--- src/ccu_params.svh ---
// Purpose: offsets, field positions, codes and reset values of the capture/compare unit
// Assumes: included by the package and by the design modules
// Notes: definitions only
`ifndef CCU_PARAMS_SVH
`define CCU_PARAMS_SVH

// register offsets on the plain register port
`define CCU_ADDR_W 8
`define CCU_DATA_W 8
`define CCU_OFS_CTRL_ONE 8'h17
`define CCU_OFS_CTRL_TWO 8'h1D
`define CCU_OFS_VAL_ONE_LOW 8'h40
`define CCU_OFS_VAL_ONE_HIGH 8'h41
`define CCU_OFS_VAL_TWO_LOW 8'h42
`define CCU_OFS_VAL_TWO_HIGH 8'h43
`define CCU_OFS_FLAGS 8'h44

// flag register bit positions
`define CCU_FLAG_ONE_BIT 2
`define CCU_FLAG_TWO_BIT 0

// control register fields
`define CCU_CTRL_WRITE_MASK 8'h3F
`define CCU_CTRL_RESET 8'h00
`define CCU_MODE_HI 3
`define CCU_MODE_LO 0

// mode codes
`define CCU_MODE_OFF 4'h0
`define CCU_MODE_CAP_FALL 4'h4
`define CCU_MODE_CAP_RISE 4'h5
`define CCU_MODE_CAP_DIV4 4'h6
`define CCU_MODE_CAP_DIV16 4'h7
`define CCU_MODE_CMP_SET 4'h8
`define CCU_MODE_CMP_CLEAR 4'h9
`define CCU_MODE_CMP_SOFT 4'hA
`define CCU_MODE_CMP_TRIG 4'hB

// mode groups by the upper two bits
`define CCU_GRP_OFF 2'h0
`define CCU_GRP_CAPTURE 2'h1
`define CCU_GRP_COMPARE 2'h2
`define CCU_GRP_PWM 2'h3

// edge prescaler terminal masks
`define CCU_DIV4_MASK 4'h3
`define CCU_DIV16_MASK 4'hF
`define CCU_PRE_ZERO 4'h0
`define CCU_PRE_ONE 4'h1

// misc widths, unit count and unit index
`define CCU_TIMER_W 16
`define CCU_UNITS 2
`define CCU_UNIT_TWO 1

`endif

--- src/ccu_pkg.sv ---
// Purpose: state types of the capture/compare unit
// Assumes: ccu_params.svh supplies the widths
// Notes: one packed struct per module holds all of its state
`include "ccu_params.svh"
`default_nettype none

package ccu_pkg;

   // pin front end: synchroniser, edge history, prescaler
   typedef struct packed {
      logic pin_meta;
      logic pin_sync;
      logic pin_prev;
      logic [3:0] pre_cnt;
      logic capture;
   } ccu_front_state_type;

   // register file and per-unit compare/capture state
   typedef struct packed {
      logic [`CCU_UNITS-1:0][`CCU_DATA_W-1:0] ctrl;
      logic [`CCU_UNITS-1:0][`CCU_TIMER_W-1:0] value;
      logic [`CCU_UNITS-1:0] flag;
      logic [`CCU_UNITS-1:0] out_latch;
      logic [`CCU_UNITS-1:0] match_prev;
      logic [`CCU_UNITS-1:0] pwm_active;
      logic [`CCU_DATA_W-1:0] rd_data;
      logic timer_reset;
      logic adc_start;
   } ccu_top_state_type;

endpackage : ccu_pkg

`default_nettype wire

--- src/ccu_front_if.sv ---
// Purpose: carries mode, raw pin and capture pulse between top and pin front end
// Assumes: single clock domain apart from the raw pin level
// Notes: capture is a one-cycle pulse from a flip-flop
`default_nettype none

interface ccu_front_if;
   logic [3:0] mode;   // current mode select
   logic pin_raw;      // unsynchronised pin level
   logic capture;      // capture event pulse

   modport owner (output mode, output pin_raw, input capture);
   modport front (input mode, input pin_raw, output capture);
endinterface : ccu_front_if

`default_nettype wire

--- src/ccu_front.sv ---
// Purpose: pin front end of one unit: synchroniser, edge detect, edge prescaler
// Assumes: pin may change at any time relative to clk
// Notes: capture pulse lags the synchronised edge by one cycle
`include "ccu_params.svh"
`default_nettype none

module ccu_front (
   input wire logic clk,        // system clock
   input wire logic rst,        // async reset, active high
   ccu_front_if.front bus       // mode in, capture pulse out
);

   ccu_pkg::ccu_front_state_type s;
   ccu_pkg::ccu_front_state_type next_s;

   logic rise;
   logic fall;
   logic cap_mode;
   logic [3:0] mask;

   // edge detect looks at the second and third stage only
   assign rise = s.pin_sync & ~s.pin_prev;
   assign fall = ~s.pin_sync & s.pin_prev;
   assign cap_mode = (bus.mode[3:2] == `CCU_GRP_CAPTURE);
   assign mask = (bus.mode == `CCU_MODE_CAP_DIV4) ? `CCU_DIV4_MASK : `CCU_DIV16_MASK;

   // next state of the front end
   always_comb begin
      next_s = s;
      next_s.pin_meta = bus.pin_raw;
      next_s.pin_sync = s.pin_meta;
      next_s.pin_prev = s.pin_sync;
      next_s.capture = 1'b0;
      if (!cap_mode) begin
         next_s.pre_cnt = `CCU_PRE_ZERO;
      end else begin
         case (bus.mode)
            `CCU_MODE_CAP_FALL: begin
               next_s.capture = fall;
            end
            `CCU_MODE_CAP_RISE: begin
               next_s.capture = rise;
            end
            default: begin
               // count survives prescale switch, so a partial count can fire early
               if (rise) begin
                  if ((s.pre_cnt & mask) == mask) begin
                     next_s.capture = 1'b1;
                     next_s.pre_cnt = `CCU_PRE_ZERO;
                  end else begin
                     next_s.pre_cnt = s.pre_cnt + `CCU_PRE_ONE;
                  end
               end
            end
         endcase
      end
   end

   // state register; reset also clears the prescaler
   always_ff @(posedge clk or posedge rst) begin
      if (rst) begin
         next_s_reset: begin
            s <= '0;
         end
      end else begin
         s <= next_s;
      end
   end

   assign bus.capture = s.capture;

endmodule : ccu_front

`default_nettype wire

--- src/ccu_top.sv ---
// Purpose: two capture/compare units against an external 16-bit timer
// Assumes: timer count and adc enable come from logic on clk; unit pins are asynchronous
// Notes: registers sit on a plain byte-wide port with read data one cycle after the strobe
//
// What this block does
// - mode 0000 switches the unit off and resets its internal state
// - modes 0100-0111 capture on fall, rise, every 4th or 16th rise
// - 1000 drives pin high, 1001 low on match; both set the flag
// - 1010 leaves pin alone on match and only sets the flag
// - 1011 sets flag, resets timer; unit two also starts enabled converter
// - capture copies the full 16-bit timer count into the value register
// - every capture sets the unit flag, bit 2 for unit one
// - new capture overwrites an unread value with no overrun sign
// - mode change may raise a false capture flag; software clears it
// - prescaler cleared when off, not capturing, or on reset
// - switching prescale settings keeps the prescaler count
// - compare mode checks value register against timer count for equality
// - flag and pin action take effect in the same cycle
// - timer reset from a trigger does not raise the overflow flag
// - writing zero to control forces the compare output latch low
`include "ccu_params.svh"
`default_nettype none

module ccu_top (
   input wire logic clk,                              // system clock, 100 MHz
   input wire logic rst,                              // async reset, active high
   input wire logic [`CCU_ADDR_W-1:0] addr,           // register address
   input wire logic [`CCU_DATA_W-1:0] wr_data,        // register write data
   input wire logic wr_en,                            // write strobe
   input wire logic rd_en,                            // read strobe
   output logic [`CCU_DATA_W-1:0] rd_data,            // read data, cycle after rd_en
   input wire logic [`CCU_TIMER_W-1:0] timer_count,   // free-running timer count
   input wire logic adc_enabled,                      // converter is enabled
   input wire logic [`CCU_UNITS-1:0] unit_pin_in,     // pin levels, asynchronous
   output logic [`CCU_UNITS-1:0] unit_pin_out,        // compare output latches
   output logic [`CCU_UNITS-1:0] pwm_active,          // unit in pwm mode
   output logic timer_reset,                          // special event timer clear pulse
   output logic adc_start                             // special event conversion start pulse
);

   ccu_pkg::ccu_top_state_type s;
   ccu_pkg::ccu_top_state_type next_s;

   logic [`CCU_UNITS-1:0] capture_evt;
   logic [`CCU_UNITS-1:0][3:0] mode;

   // one pin front end per unit
   ccu_front_if front_bus[`CCU_UNITS] ();

   genvar gi;
   generate
      for (gi = 0; gi < `CCU_UNITS; gi = gi + 1) begin : g_unit
         assign mode[gi] = s.ctrl[gi][`CCU_MODE_HI:`CCU_MODE_LO];
         assign front_bus[gi].mode = mode[gi];
         assign front_bus[gi].pin_raw = unit_pin_in[gi];
         assign capture_evt[gi] = front_bus[gi].capture;

         ccu_front u_front (
            .clk(clk),
            .rst(rst),
            .bus(front_bus[gi])
         );
      end
   endgenerate

   // flag bits as software sees them
   function automatic logic [`CCU_DATA_W-1:0] flag_image(input logic [`CCU_UNITS-1:0] f);
      logic [`CCU_DATA_W-1:0] img;
      img = '0;
      img[`CCU_FLAG_ONE_BIT] = f[0];
      img[`CCU_FLAG_TWO_BIT] = f[1];
      return img;
   endfunction : flag_image

   // next state: register writes first, hardware events on top
   always_comb begin
      logic grp_cap;
      logic grp_cmp;
      logic match;
      logic hit;
      grp_cap = 1'b0;
      grp_cmp = 1'b0;
      match = 1'b0;
      hit = 1'b0;
      next_s = s;
      next_s.timer_reset = 1'b0;
      next_s.adc_start = 1'b0;

      // software writes
      if (wr_en) begin
         case (addr)
            `CCU_OFS_CTRL_ONE: begin
               next_s.ctrl[0] = wr_data & `CCU_CTRL_WRITE_MASK;
            end
            `CCU_OFS_CTRL_TWO: begin
               next_s.ctrl[1] = wr_data & `CCU_CTRL_WRITE_MASK;
            end
            `CCU_OFS_VAL_ONE_LOW: begin
               next_s.value[0][7:0] = wr_data;
            end
            `CCU_OFS_VAL_ONE_HIGH: begin
               next_s.value[0][15:8] = wr_data;
            end
            `CCU_OFS_VAL_TWO_LOW: begin
               next_s.value[1][7:0] = wr_data;
            end
            `CCU_OFS_VAL_TWO_HIGH: begin
               next_s.value[1][15:8] = wr_data;
            end
            `CCU_OFS_FLAGS: begin
               next_s.flag[0] = wr_data[`CCU_FLAG_ONE_BIT];
               next_s.flag[1] = wr_data[`CCU_FLAG_TWO_BIT];
            end
            default: begin
            end
         endcase
      end

      // per-unit capture and compare behaviour
      for (int i = 0; i < `CCU_UNITS; i++) begin
         grp_cap = (mode[i][3:2] == `CCU_GRP_CAPTURE);
         grp_cmp = (mode[i][3:2] == `CCU_GRP_COMPARE);

         match = grp_cmp && (timer_count == s.value[i]);
         // a stalled timer would match for many cycles; act once per match
         hit = match && !s.match_prev[i];
         next_s.match_prev[i] = match;

         next_s.pwm_active[i] = (mode[i][3:2] == `CCU_GRP_PWM);

         if (mode[i] == `CCU_MODE_OFF) begin
            next_s.out_latch[i] = 1'b0;
            next_s.match_prev[i] = 1'b0;
         end

         if (grp_cap && capture_evt[i]) begin
            next_s.value[i] = timer_count;
            next_s.flag[i] = 1'b1;
         end

         if (hit) begin
            next_s.flag[i] = 1'b1;
            case (mode[i])
               `CCU_MODE_CMP_SET: begin
                  next_s.out_latch[i] = 1'b1;
               end
               `CCU_MODE_CMP_CLEAR: begin
                  next_s.out_latch[i] = 1'b0;
               end
               `CCU_MODE_CMP_SOFT: begin
                  next_s.out_latch[i] = s.out_latch[i];
               end
               `CCU_MODE_CMP_TRIG: begin
                  next_s.timer_reset = 1'b1;
                  if (i == `CCU_UNIT_TWO) begin
                     next_s.adc_start = adc_enabled;
                  end
               end
               default: begin
               end
            endcase
         end
      end

      // read data stands for exactly the cycle after the strobe
      next_s.rd_data = '0;
      if (rd_en) begin
         case (addr)
            `CCU_OFS_CTRL_ONE: begin
               next_s.rd_data = s.ctrl[0];
            end
            `CCU_OFS_CTRL_TWO: begin
               next_s.rd_data = s.ctrl[1];
            end
            `CCU_OFS_VAL_ONE_LOW: begin
               next_s.rd_data = s.value[0][7:0];
            end
            `CCU_OFS_VAL_ONE_HIGH: begin
               next_s.rd_data = s.value[0][15:8];
            end
            `CCU_OFS_VAL_TWO_LOW: begin
               next_s.rd_data = s.value[1][7:0];
            end
            `CCU_OFS_VAL_TWO_HIGH: begin
               next_s.rd_data = s.value[1][15:8];
            end
            `CCU_OFS_FLAGS: begin
               next_s.rd_data = flag_image(s.flag);
            end
            default: begin
               next_s.rd_data = '0;
            end
         endcase
      end
   end

   // state register
   always_ff @(posedge clk or posedge rst) begin
      if (rst) begin
         s <= '0;
      end else begin
         s <= next_s;
      end
   end

   // outputs straight from the state flops
   assign rd_data = s.rd_data;
   assign unit_pin_out = s.out_latch;
   assign pwm_active = s.pwm_active;
   assign timer_reset = s.timer_reset;
   assign adc_start = s.adc_start;

endmodule : ccu_top

`default_nettype wire

--- config.mk ---
export PLATFORM = sky130hd
export DESIGN_NAME = ccu_top
export DESIGN_NICKNAME = d
export VERILOG_FILES = /design/src/ccu_pkg.sv /design/src/ccu_front_if.sv /design/src/ccu_front.sv /design/src/ccu_top.sv
export VERILOG_INCLUDE_DIRS = /design/src
export SDC_FILE = /design/constraint.sdc
export NUM_CORES = 1
export LEC_CHECK = 0
export BUFFER_PORTS_ARGS = -buffer_cell sky130_fd_sc_hd__buf_2
export CORE_ASPECT_RATIO = 1.75
export CORE_MARGIN = 2
export CORE_UTILIZATION = 57
export CTS_CLUSTER_SIZE = 8
export DETAILED_ROUTE_END_ITERATION = 8
export GPL_TIMING_DRIVEN = 0
export PLACE_DENSITY = 0.9
export SYNTH_ARGS = -nofsm -noshare
export SYNTH_HDL_FRONTEND = slang
export SYNTH_SLANG_ARGS = --single-unit
export TNS_END_PERCENT = 1
--- constraint.sdc ---
create_clock -name clk -period 2.94 [get_ports clk]
set_clock_uncertainty 0.1 [all_clocks]
set_input_delay 0.147 -clock clk [delete_from_list [all_inputs] [get_ports clk]]
set_output_delay 0.147 -clock clk [all_outputs]
set_load 0.005 [all_outputs]
# After elaboration in Yosys (flattened, before gate mapping)
# Cells that the tools add are included.
dict set report classes {
  eq_ne 37
  mux 42
  n_reduce_logical 32
  add_sub_neg 2
  bitwise_logic 10
}
# cell count
set ops {}
lappend ops {{8-bit case mux with 7 select lines} 1}
lappend ops {{8-bit by 7-bit equality test with 1-bit output (second input constant)} 5}
lappend ops {{8-bit two-way mux} 5}
lappend ops {{34-bit two-way mux} 1}
lappend ops {{16-bit equality test} 2}
lappend ops {{4-bit equality test (second input constant)} 8}
lappend ops {{16-bit two-way mux} 2}
lappend ops {{4-bit two-way mux} 8}
lappend ops {{4-bit by 3-bit equality test with 1-bit output (second input constant)} 6}
lappend ops {{2-bit AND reduction} 10}
lappend ops {{8-bit by 5-bit equality test with 1-bit output (second input constant)} 2}
lappend ops {{1-bit two-way mux} 16}
lappend ops {{2-bit nonzero test} 6}
lappend ops {{3-bit nonzero test} 4}
lappend ops {{5-bit two-way mux} 2}
lappend ops {{4-bit by 1-bit adder with 4-bit output (second input constant)} 2}
lappend ops {{4-bit AND} 2}
lappend ops {{2-bit equality test (second input constant)} 4}
lappend ops {{4-bit equality test} 2}
lappend ops {{4-bit zero test} 2}
lappend ops {{2-bit inequality test (second input constant)} 4}
lappend ops {{1-bit logical AND} 6}
lappend ops {{2-bit two-way mux} 3}
lappend ops {{1-bit case mux with 3 select lines} 2}
lappend ops {{7 further kinds} 18}
dict set report totals {
  input_bits 39
  out_inout_bits 14
  regBits 78
  wordCells 148
}

# Logic depth before layout (Yosys ltp)
# Gate-level depths: netlist of the first run.
dict set report depth {
  ltp_word 8
  mapped_depth 7
  ltp_nobuf 5
}

# Modules after synthesis
# A second synthesis of the first run with hierarchy kept.
dict set report hier_totals {
  cells_unflattened 400
  hier_area_um2 4317.9
}
# mod n_inst cells_each area_each_um2 seq_area_each_um2
set by_module_without_submodules {}
lappend by_module_without_submodules {ccu_top 1 332 3544.6 1551.5}
lappend by_module_without_submodules {ccu_front 2 34 386.6 200.2}

# Least setup slack after synthesis of the first run
# Ideal clock, no wire load.
dict set report synth_timing {
  path_type {register to register}
  start {register s[34] (netlist bit)}
  end {register s, in the netlist unit_pin_out[1]}
  slack_ns 1.194
  required_ns 2.746
  arrival_time_ns 1.552
  setup_time_ns 0.094
  stages_incl_launch_ff 6
  period_less_slack_ns 1.746
  n_path_buf 0
  cell_sequence {dfrtp_1 xor2_1 nor4_1 nand4_1 or3_4 a211oi_1}
}
dict set report synth_between {
  elab_chain_cells 4
  elab_cells_between_ends 5
  classes_between {eq/ne: 2; mux: 1; reduce/logical: 2}
}
# element line_no
set synth_lines {}
lappend synth_lines {{start: declaration} ccu_top.sv:41} ;# ccu_pkg::ccu_top_state_type s;
lappend synth_lines {{start signal: assignment} ccu_top.sv:202} ;# s <= next_s;
lappend synth_lines {{16-bit equality test *} ccu_top.sv:124} ;# match = grp_cmp && (timer_count == s.value[i]);
lappend synth_lines {{1-bit logical AND *} ccu_top.sv:124}
lappend synth_lines {{1-bit logical AND *} ccu_top.sv:126} ;# hit = match && !s.match_prev[i];
lappend synth_lines {{2-bit inequality test (no line) / 1-bit two-way mux (equally long branches)} -}
# Every way passes the cells marked *; elsewhere a longest branch is shown, timed or not.
# A chain may end at the register's enable or synchronous reset.

# Worst setup path after layout of the first run
dict set report layout_timing {
  start {register s, in the netlist front_bus[0].mode[3]}
  end {register s[21] (netlist bit)}
}
dict set report layout_between {
  elab_chain_cells 4
  elab_cells_between_ends 6
  classes_between {eq/ne: 1; mux: 1; reduce/logical: 4}
}
# element line_no
set layout_lines {}
lappend layout_lines {{2-bit by 1-bit equality test with 1-bit output (no line) *} -}
lappend layout_lines {{1-bit logical AND *} ccu_top.sv:136} ;# if (grp_cap && capture_evt[i]) begin
lappend layout_lines {{2-bit nonzero test (no line)} -}
lappend layout_lines {{2-bit AND reduction (no line)} -}
# Marked as above.

==> flow_summary.html, run 1 <==
<table>
<tr><th>Metric</th><th>Value</th></tr>
<tr><th colspan="2">Timing</th></tr>
<tr><td>Final critical-path share of the clock period</td><td>0.792</td></tr>
<tr><td>TNS Setup</td><td>0 ns</td></tr>
<tr><td>Final critical path time including I/O delays and setup</td><td>2.33 ns</td></tr>
<tr><td>Setup violators final</td><td>0</td></tr>
<tr><td>Worst Hold Slack</td><td>0.00947 ns</td></tr>
<tr><td>Hold violation total from the final report</td><td>0</td></tr>
<tr><td>Rel. slew slack</td><td>0.409</td></tr>
<tr><td>Max Fclk</td><td>429 MHz</td></tr>
<tr><td>Setup repair after global routing missed its margin</td><td>false</td></tr>
<tr><td>Slew at the pin closest to its max-slew limit</td><td>0.879 ns</td></tr>
<tr><td>Final number of max-transition violations</td><td>0</td></tr>
<tr><th colspan="2">Logic synthesis</th></tr>
<tr><td>Top FF cell, synth</td><td>dfrtp_1</td></tr>
<tr><td>Post-Syn Nets</td><td>449</td></tr>
<tr><td>Async SR Flop Fraction</td><td>1.00</td></tr>
<tr><td>Number of warning messages in the yosys log</td><td>0</td></tr>
<tr><td>Avg Synthesized Cell Area</td><td>10.5 sq um</td></tr>
<tr><td>Area of the mapped netlist</td><td>4270 sq um</td></tr>
<tr><td>Number of cells produced by synthesis</td><td>408</td></tr>
<tr><td>Flops &amp; latches, synth</td><td>78</td></tr>
<tr><td>Distinct cell type count of the synthesized netlist</td><td>54</td></tr>
<tr><td>Seq/Total Area, Yosys</td><td>0.457</td></tr>
<tr><td>EDFF count, synth</td><td>0</td></tr>
<tr><th colspan="2">GRT</th></tr>
<tr><td>Vias in the first global route</td><td>3783</td></tr>
<tr><td>Global-route wire length before repair</td><td>18.4 mm</td></tr>
<tr><td>Pin count of the biggest net entering global routing</td><td>71</td></tr>
<tr><td>Total routing usage reported by global routing</td><td>0.287</td></tr>
<tr><td>Antenna violations before repair</td><td>0</td></tr>
<tr><td>Remaining global-route overflow</td><td>0</td></tr>
<tr><th colspan="2">Pwr</th></tr>
<tr><td>Switching share of power</td><td>0.239</td></tr>
<tr><td>Part of the power in the clock network</td><td>0.445</td></tr>
<tr><td>Internal power consumption</td><td>1.92 mW</td></tr>
<tr><td>Reg power frac</td><td>0.455</td></tr>
<tr><td>LEAKAGE</td><td>2.58 nW</td></tr>
<tr><td>Total power per unit cell area</td><td>492 nW/um^2</td></tr>
<tr><td>Total power draw</td><td>2.53 mW</td></tr>
<tr><td>Net switching power figure</td><td>0.604 mW</td></tr>
<tr><td>Combinational share of power</td><td>0.099</td></tr>
<tr><td>Worst IR drop on VDD</td><td>0.461 mV</td></tr>
<tr><th colspan="2">CTS</th></tr>
<tr><td>Clock slew at the register clock pins of the worst setup and hold paths</td><td>0.06 ns</td></tr>
<tr><td>TritonCTS clock tree</td><td>built</td></tr>
<tr><td>Max Buffers Root-to-Sink</td><td>2</td></tr>
<tr><td>Post-CTS Hold Fix Bufs</td><td>18</td></tr>
<tr><td>Cts bufs inserted</td><td>9</td></tr>
<tr><td>Resized Gates After CTS</td><td>0</td></tr>
<tr><td>Setup Buffers After CTS</td><td>0</td></tr>
<tr><td>Clock root buffer</td><td>clkbuf_16</td></tr>
<tr><td>H-Tree Depth</td><td>3</td></tr>
<tr><td>Clock latency of the later-clocked register in the worst-skew pair</td><td>0.34 ns</td></tr>
<tr><td>Clock sink count</td><td>78</td></tr>
<tr><th colspan="2">Route</th></tr>
<tr><td>Average wire per standard cell</td><td>19.2 um</td></tr>
<tr><td>Routed via count</td><td>3556</td></tr>
<tr><td>Number of optimization iterations in the first detailed-route pass</td><td>5</td></tr>
<tr><td>DRT iter0 DRCs</td><td>318</td></tr>
<tr><td>DRC</td><td>0</td></tr>
<tr><td>Antenna Violating Nets Remaining</td><td>0</td></tr>
<tr><td>Via density per instance</td><td>6.15</td></tr>
<tr><td>Wire length reported by the detailed router</td><td>11.1 mm</td></tr>
<tr><th colspan="2">Min path</th></tr>
<tr><td>Hold Path Class</td><td>in2reg</td></tr>
<tr><th colspan="2">Status</th></tr>
<tr><td>Result of the run</td><td>finished clean</td></tr>
<tr><th colspan="2">Worst setup path</th></tr>
<tr><td>Family with the most delay on the worst path</td><td>simple AND/OR/NAND/NOR gates</td></tr>
<tr><td>Worst setup SP type</td><td>flop</td></tr>
<tr><td>Arrival @ worst endpoint</td><td>2.49 ns</td></tr>
<tr><td>Cell chain of the critical path</td><td>clkbuf_1 -&gt; nand2b_1 -&gt; nor2_1 -&gt; clkbuf_1 -&gt; nand2_1 -&gt; o21ai_0</td></tr>
<tr><td>Critical path class</td><td>reg2reg</td></tr>
<tr><td>Category of the worst setup path capture point</td><td>flop</td></tr>
<tr><td>Max incr delay on CP</td><td>0.49 ns</td></tr>
<tr><td>Combined buffer and inverter count along the critical path</td><td>2</td></tr>
<tr><td>Cell occurring most often along the worst timing path</td><td>clkbuf_1</td></tr>
<tr><td>Register-to-register setup slack</td><td>0.61 ns</td></tr>
<tr><td>CP required</td><td>3.10 ns</td></tr>
<tr><td>Slowest cell on the critical path</td><td>nor2_1</td></tr>
<tr><td>Largest driver fanout on the critical path</td><td>10</td></tr>
<tr><th colspan="2">Floorplan</th></tr>
<tr><td>Vert. Die Dim</td><td>118 um</td></tr>
<tr><td>I/O pins</td><td>53</td></tr>
<tr><td>Die Width</td><td>69.4 um</td></tr>
<tr><td>Floorplan die area</td><td>8220 sq um</td></tr>
<tr><td>Core box area</td><td>7230 sq um</td></tr>
<tr><td>Number of cell rows</td><td>41</td></tr>
<tr><td>Initial core utilization</td><td>0.590</td></tr>
<tr><th colspan="2">Layout</th></tr>
<tr><td>Post-layout instance count excluding filler cells</td><td>578</td></tr>
<tr><td>Total inserted antenna cells</td><td>0</td></tr>
<tr><td>Total Nets Final</td><td>529</td></tr>
<tr><td>Layout overhead on the synthesized area</td><td>20.4%</td></tr>
<tr><td>Total non-filler cell area in the finished layout</td><td>5130 sq um</td></tr>
<tr><td>Layout cell share with drive strength beyond 1</td><td>0.226</td></tr>
<tr><th colspan="2">Placement</th></tr>
<tr><td>Post-place instance area</td><td>4650 sq um</td></tr>
<tr><td>Detailed placer's ending HPWL</td><td>8.03 mm</td></tr>
<tr><td>Placed instance count</td><td>545</td></tr>
<tr><td>Final weighted congestion in routability-driven placement</td><td>0.956</td></tr>
<tr><td>Count of buffers from port buffering</td><td>50</td></tr>
<tr><th colspan="2">Flow run</th></tr>
<tr><td>Number of max-capacitance violations reported</td><td>0</td></tr>
</table>
==> Yosys cell counts, drive strengths merged, types with 2 or more instances <==
cell type	n	area (sq um)
nor2b	6	37.5
a22oi	4	30.0
and3	3	18.8
nand4	6	43.8
or4	2	15.0
o21ai	35	175
and2	2	12.5
buf	17	118
nor3	4	20.0
a222oi	2	20.0
or3	2	17.5
dfrtp	78	1950
mux2	13	169
xnor2	6	52.6
nor2	23	88.8
nor4	8	50.1
nor4b	2	47.6
nand4b	3	26.3
a21oi	17	85.1
a221oi	6	52.6
o31ai	2	15.0
nand4bb	2	22.5
o211ai	3	22.5
clkbuf	13	50.0
nor3b	6	56.3
xor2	26	228
nand3	7	40.0
ha	2	25.0
mux2i	41	410
a21boi	2	15.0
mux4	2	45.0
nand2b	2	12.5
inv	7	26.3
nand2	45	189
==> tightest hold or removal path, stage by stage <==
cell	delay, ns
buf_2	0.14
nand2_1	0.06
o21ai_0	0.07
==> state kept, by name, indices dropped and copies added, names as in the netlist <==
signal	cells
s	40
g_unit.u_front.s	10
front_bus.mode	8
rd_data	8
g_unit.u_front.next_s	4
g_unit.u_front.bus.capture	2
pwm_active	2
unit_pin_out	2
adc_start	1
timer_reset	1
==> layer usage <==
layer  global-route usage  part of all wire  routed length [um]  vias up
met5                    0                 0                   0        -
met1                0.304              0.35                3920     1728
met4                0.213             0.063                 699        0
met3               0.0546             0.049                 545       52
met2                0.494              0.54                5950      158
li1                     -                 -                   -     1618
==> through the flow <==
step | util | setup WS [ns]
CTS | 0.710 | 0.686
finish | 0.710 | 0.610
floorplan | - | 0.698
global route | 0.710 | 0.489
detailed placement | 0.643 | 0.709
global placement | 0.639 | -0.111
==> layout by cell type (no fill, tap or decap), types with 3 or more instances in the layout <==
cell,Yosys,routed
dfrtp_1,78,78
nand3_1,6,6
o21ai_0,34,34
clkbuf_1,12,13
a21oi_1,17,17
o211ai_1,3,3
nor3b_1,5,5
nand4_1,5,5
clkbuf_16,0,9
nand2_1,41,41
and3_1,3,3
nor2_1,22,22
a221oi_1,6,6
mux2_2,7,7
mux2i_1,41,41
xor2_1,26,26
nand4b_1,3,3
buf_4,13,13
a22oi_1,4,4
nor4_1,8,8
mux2_4,6,6
dlygate4sd3_1,0,18
inv_1,7,6
buf_2,4,54
nor3_1,4,4
nor2b_1,6,6
xnor2_1,6,6
==> final timing paths <==
kind / cells after the start / end / startpoint
worst min-delay path: 3 / s[38] / timer_count[4]
max in group asynchronous: 4 / s[24] / rst
worst min register to register: 0 / g_unit[0].u_front.next_s[5] / g_unit[0].u_front.next_s[6]
min in group asynchronous: 3 / rd_data[7] / rst
worst max-delay path: 6 / s[21] / front_bus[0].mode[3]
worst max register to register: 6 / s[21] / front_bus[0].mode[3]
==> area by class of cell <==
cell class                 instances  area (sq um)
buffer                            30           168
clock buffer                      12           256
clock inverter                     3          43.8
fill                             505          2100
inverter                           7          28.8
multi-input combinational        293          2120
sequential                        78          1950
tap                               86           108
timing repair buffer              69           458
==> kinds of logic after synthesis <==
| family | share of synthesized area |
|---|---|
| AOI/OAI and AO/OA | 0.106 |
| xor gates and xnor gates | 0.0657 |
| adders and majority gates | 0.00586 |
| buffers and inverters | 0.0455 |
| DFF | 0.457 |
| muxes | 0.146 |
| and+or+nand+nor | 0.173 |
==> power by group through the flow <==
stage / combinational [mW] / sequential, mW / clock (mW)
6_report: 0.251 / 1.15 / 1.12
3_5_place_dp: 0.228 / 1.17 / 0
2_1_floorplan: 0.133 / 1.16 / 0
3_3_place_gp: 0.213 / 1.16 / 0
4_1_cts: 0.248 / 1.15 / 1.13
5_1_grt: 0.273 / 1.15 / 1.18
Note: power is estimated with default switching activity, not from simulation.
==> run 2, diff against run 1 <==
clock period = 2.3 ns   (was 2.94 ns; I/O delays follow)
==> flow_summary.html, run 2 (synthesized netlist as in run 1, its figures left out) <==
<table>
<tr><th>Metric</th><th>Value</th></tr>
<tr><th colspan="2">Status</th></tr>
<tr><td>Result of the run</td><td>finished clean (unchanged)</td></tr>
<tr><th colspan="2">Worst setup path</th></tr>
<tr><td>CP required</td><td>2.40 ns (was 3.10 ns)</td></tr>
<tr><td>Reg2reg start</td><td>front_bus[1].mode[3] (was front_bus[0].mode[3])</td></tr>
<tr><td>Termination of the worst setup path</td><td>s[43] (was s[21])</td></tr>
<tr><td>Register-to-register setup slack</td><td>0.12 ns (was 0.61 ns)</td></tr>
<tr><td>Largest driver fanout on the critical path</td><td>10 (unchanged)</td></tr>
<tr><td>FF-to-FF End</td><td>s[43] (was s[21])</td></tr>
<tr><td>Worst setup startpoint</td><td>front_bus[1].mode[3] (was front_bus[0].mode[3])</td></tr>
<tr><td>Worst setup SP type</td><td>flop (unchanged)</td></tr>
<tr><td>Path depth of the worst reg2reg path</td><td>5 (was 6)</td></tr>
<tr><td>Critical path class</td><td>reg2reg (unchanged)</td></tr>
<tr><td>Category of the worst setup path capture point</td><td>flop (unchanged)</td></tr>
<tr><td>Arrival @ worst endpoint</td><td>2.28 ns (was 2.49 ns)</td></tr>
<tr><th colspan="2">Timing</th></tr>
<tr><td>Worst Setup Slack, final</td><td>0.125 ns (was 0.610 ns)</td></tr>
<tr><td>Setup repair after global routing missed its margin</td><td>true (was false)</td></tr>
<tr><td>Max Fclk</td><td>460 MHz (was 429 MHz)</td></tr>
<tr><td>Worst Hold Slack</td><td>0.0132 ns (was 0.00947 ns)</td></tr>
<tr><td>Slew at the pin closest to its max-slew limit</td><td>0.877 ns (was 0.879 ns)</td></tr>
<tr><td>Final critical path time including I/O delays and setup</td><td>2.18 ns (was 2.33 ns)</td></tr>
<tr><td>Setup violators final</td><td>0 (unchanged)</td></tr>
<tr><td>Rel. slew slack</td><td>0.410 (was 0.409)</td></tr>
<tr><td>Final number of max-transition violations</td><td>0 (unchanged)</td></tr>
<tr><td>TNS Setup</td><td>0 ns (unchanged)</td></tr>
<tr><td>Hold violation total from the final report</td><td>0 (unchanged)</td></tr>
<tr><td>Final critical-path share of the clock period</td><td>0.946 (was 0.792)</td></tr>
<tr><th colspan="2">CTS</th></tr>
<tr><td>Clock root buffer</td><td>clkbuf_16 (unchanged)</td></tr>
<tr><td>Cts bufs inserted</td><td>9 (unchanged)</td></tr>
<tr><td>Max Buffers Root-to-Sink</td><td>2 (unchanged)</td></tr>
<tr><td>TritonCTS clock tree</td><td>built (unchanged)</td></tr>
<tr><td>Clock sink count</td><td>78 (unchanged)</td></tr>
<tr><td>H-Tree Depth</td><td>3 (unchanged)</td></tr>
<tr><td>Clock slew at the register clock pins of the worst setup and hold paths</td><td>0.06 ns (about the same)</td></tr>
<tr><td>Clock latency of the later-clocked register in the worst-skew pair</td><td>0.35 ns (was 0.34 ns)</td></tr>
<tr><th colspan="2">Pwr</th></tr>
<tr><td>Part of the power in the clock network</td><td>0.446 (was 0.445)</td></tr>
<tr><td>Net switching power figure</td><td>0.793 mW (was 0.604 mW)</td></tr>
<tr><td>Combinational share of power</td><td>0.102 (was 0.099)</td></tr>
<tr><td>LEAKAGE</td><td>2.61 nW (was 2.58 nW)</td></tr>
<tr><td>Total power draw</td><td>3.26 mW (was 2.53 mW)</td></tr>
<tr><td>Total power per unit cell area</td><td>626 nW/um^2 (was 492 nW/um^2)</td></tr>
<tr><td>Worst IR drop on VDD</td><td>0.600 mV (was 0.461 mV)</td></tr>
<tr><td>Internal power consumption</td><td>2.46 mW (was 1.92 mW)</td></tr>
<tr><td>Reg power frac</td><td>0.452 (was 0.455)</td></tr>
<tr><td>Switching share of power</td><td>0.243 (was 0.239)</td></tr>
<tr><th colspan="2">Route</th></tr>
<tr><td>DRC</td><td>0 (unchanged)</td></tr>
<tr><td>Wire length reported by the detailed router</td><td>11.4 mm (was 11.1 mm)</td></tr>
<tr><td>Antenna Violating Nets Remaining</td><td>0 (unchanged)</td></tr>
<tr><td>Routed via count</td><td>3661 (was 3556)</td></tr>
<tr><td>Via density per instance</td><td>6.28 (was 6.15)</td></tr>
<tr><td>DRT iter0 DRCs</td><td>389 (was 318)</td></tr>
<tr><td>Average wire per standard cell</td><td>19.5 um (was 19.2 um)</td></tr>
<tr><td>Number of optimization iterations in the first detailed-route pass</td><td>6 (was 5)</td></tr>
<tr><th colspan="2">Min path</th></tr>
<tr><td>Hold Path Class</td><td>in2reg (unchanged)</td></tr>
<tr><th colspan="2">GRT</th></tr>
<tr><td>Global-route wire length before repair</td><td>18.5 mm (was 18.4 mm)</td></tr>
<tr><td>Pin count of the biggest net entering global routing</td><td>71 (unchanged)</td></tr>
<tr><td>Total routing usage reported by global routing</td><td>0.288 (was 0.287)</td></tr>
<tr><td>Antenna violations before repair</td><td>0 (unchanged)</td></tr>
<tr><td>Remaining global-route overflow</td><td>0 (unchanged)</td></tr>
<tr><td>Vias in the first global route</td><td>3820 (was 3783)</td></tr>
<tr><th colspan="2">Floorplan</th></tr>
<tr><td>I/O pins</td><td>53 (unchanged)</td></tr>
<tr><td>Initial core utilization</td><td>0.590 (unchanged)</td></tr>
<tr><td>Floorplan die area</td><td>8220 sq um (unchanged)</td></tr>
<tr><td>Vert. Die Dim</td><td>118 um (unchanged)</td></tr>
<tr><td>Number of cell rows</td><td>41 (unchanged)</td></tr>
<tr><td>Die Width</td><td>69.4 um (unchanged)</td></tr>
<tr><td>Core box area</td><td>7230 sq um (unchanged)</td></tr>
<tr><th colspan="2">Layout</th></tr>
<tr><td>Area occupied by registers</td><td>1950 sq um (unchanged)</td></tr>
<tr><td>Commonest non-fill, non-tap cells in the layout</td><td>dfrtp_1 (78), buf_2 (54), mux2i_1 (41), nand2_1 (41), o21ai_0 (34) (unchanged)</td></tr>
<tr><td>Largest registers ranked by flip-flop count</td><td>s: 40 flops, g_unit.u_front.s: 10 flops (unchanged)</td></tr>
<tr><td>Total inserted antenna cells</td><td>0 (unchanged)</td></tr>
<tr><td>Top reg by flops</td><td>s (unchanged)</td></tr>
<tr><td>Layout overhead on the synthesized area</td><td>21.8% (was 20.4%)</td></tr>
<tr><td>Layout cell share with drive strength beyond 1</td><td>0.231 (was 0.226)</td></tr>
<tr><td>Count of filler cells inserted in the layout</td><td>491 (was 505)</td></tr>
<tr><td>Flip-flop count of the largest register after layout</td><td>40 (unchanged)</td></tr>
<tr><td>Area occupied by multi-input gates</td><td>2130 sq um (was 2120 sq um)</td></tr>
<tr><td>Total Nets Final</td><td>534 (was 529)</td></tr>
<tr><td>Most common cell after layout, fill and taps aside</td><td>dfrtp_1 (unchanged)</td></tr>
<tr><th colspan="2">Placement</th></tr>
<tr><td>Worst setup timing slack at the placement stage</td><td>0.0692 ns (was 0.709 ns)</td></tr>
<tr><td>Count of buffers from port buffering</td><td>50 (unchanged)</td></tr>
<tr><td>Detailed placer's ending HPWL</td><td>8.03 mm (unchanged)</td></tr>
<tr><td>Final weighted congestion in routability-driven placement</td><td>0.956 (unchanged)</td></tr>
<tr><th colspan="2">Flow run</th></tr>
<tr><td>Number of max-capacitance violations reported</td><td>0 (unchanged)</td></tr>
</table>
## run 2: metal layers
metal	share of wire	global-route usage
met1	0.35	0.301
met2	0.53	0.501
met3	0.055	0.0554
met4	0.068	0.212
met5	0	0
## run 2: power groups by stage
stage	logic [mW]	clock network, mW	registers [mW]
4_1_cts	0.324	1.44	1.47
3_3_place_gp	0.273	0	1.49
5_1_grt	0.359	1.51	1.47
6_report	0.332	1.45	1.47
3_5_place_dp	0.291	0	1.49
2_1_floorplan	0.171	0	1.48
## run 2: final cells by class
| class | instances | share of cell area |
|---|---|---|
| tap | 86 | 0.0207 |
| clock buffer | 12 | 0.0494 |
| inverter | 7 | 0.00554 |
| clock inverter | 3 | 0.00843 |
| timing repair buffer | 74 | 0.0978 |
| buffer | 30 | 0.0327 |
| multi-input combinational | 293 | 0.410 |
| sequential | 78 | 0.376 |
## run 2: worst min-delay path by stage
stage	cells after the start	start	to
6_report	2	wr_data[4]	s[54]
3_3_place_gp	1	unit_pin_in[0]	g_unit[0].u_front.next_s[6]
2_1_floorplan	0	unit_pin_in[0]	g_unit[0].u_front.next_s[6]
4_1_cts	2	wr_data[3]	front_bus[1].mode[3]
3_5_place_dp	2	rst	g_unit[1].u_front.next_s[6]
5_1_grt	2	wr_data[3]	front_bus[0].mode[3]
## run 2: critical path, cell delays in order, from the launching register on
cell,delay (ns)
dfrtp_1,0.37
clkbuf_1,0.20
nand2b_1,0.31
nor2_1,0.46
clkbuf_1,0.41
o21ai_0,0.18
## run 2: what timing repair did
action	4_1_cts	5_1_grt
resized for setup	0	6
buffers inserted	0	0
endpoints found under the hold margin	118	0
hold buffers	23	0
setup endpoints to repair	0	30
## run 2: per-stage QoR
stage	util	std cells	instance area [sq um]
2_1_floorplan	-	408	4270
3_3_place_gp	0.639	544	4620
3_5_place_dp	0.643	545	4650
4_1_cts	0.717	583	5180
5_1_grt	0.718	583	5200
6_report	0.718	583	5200
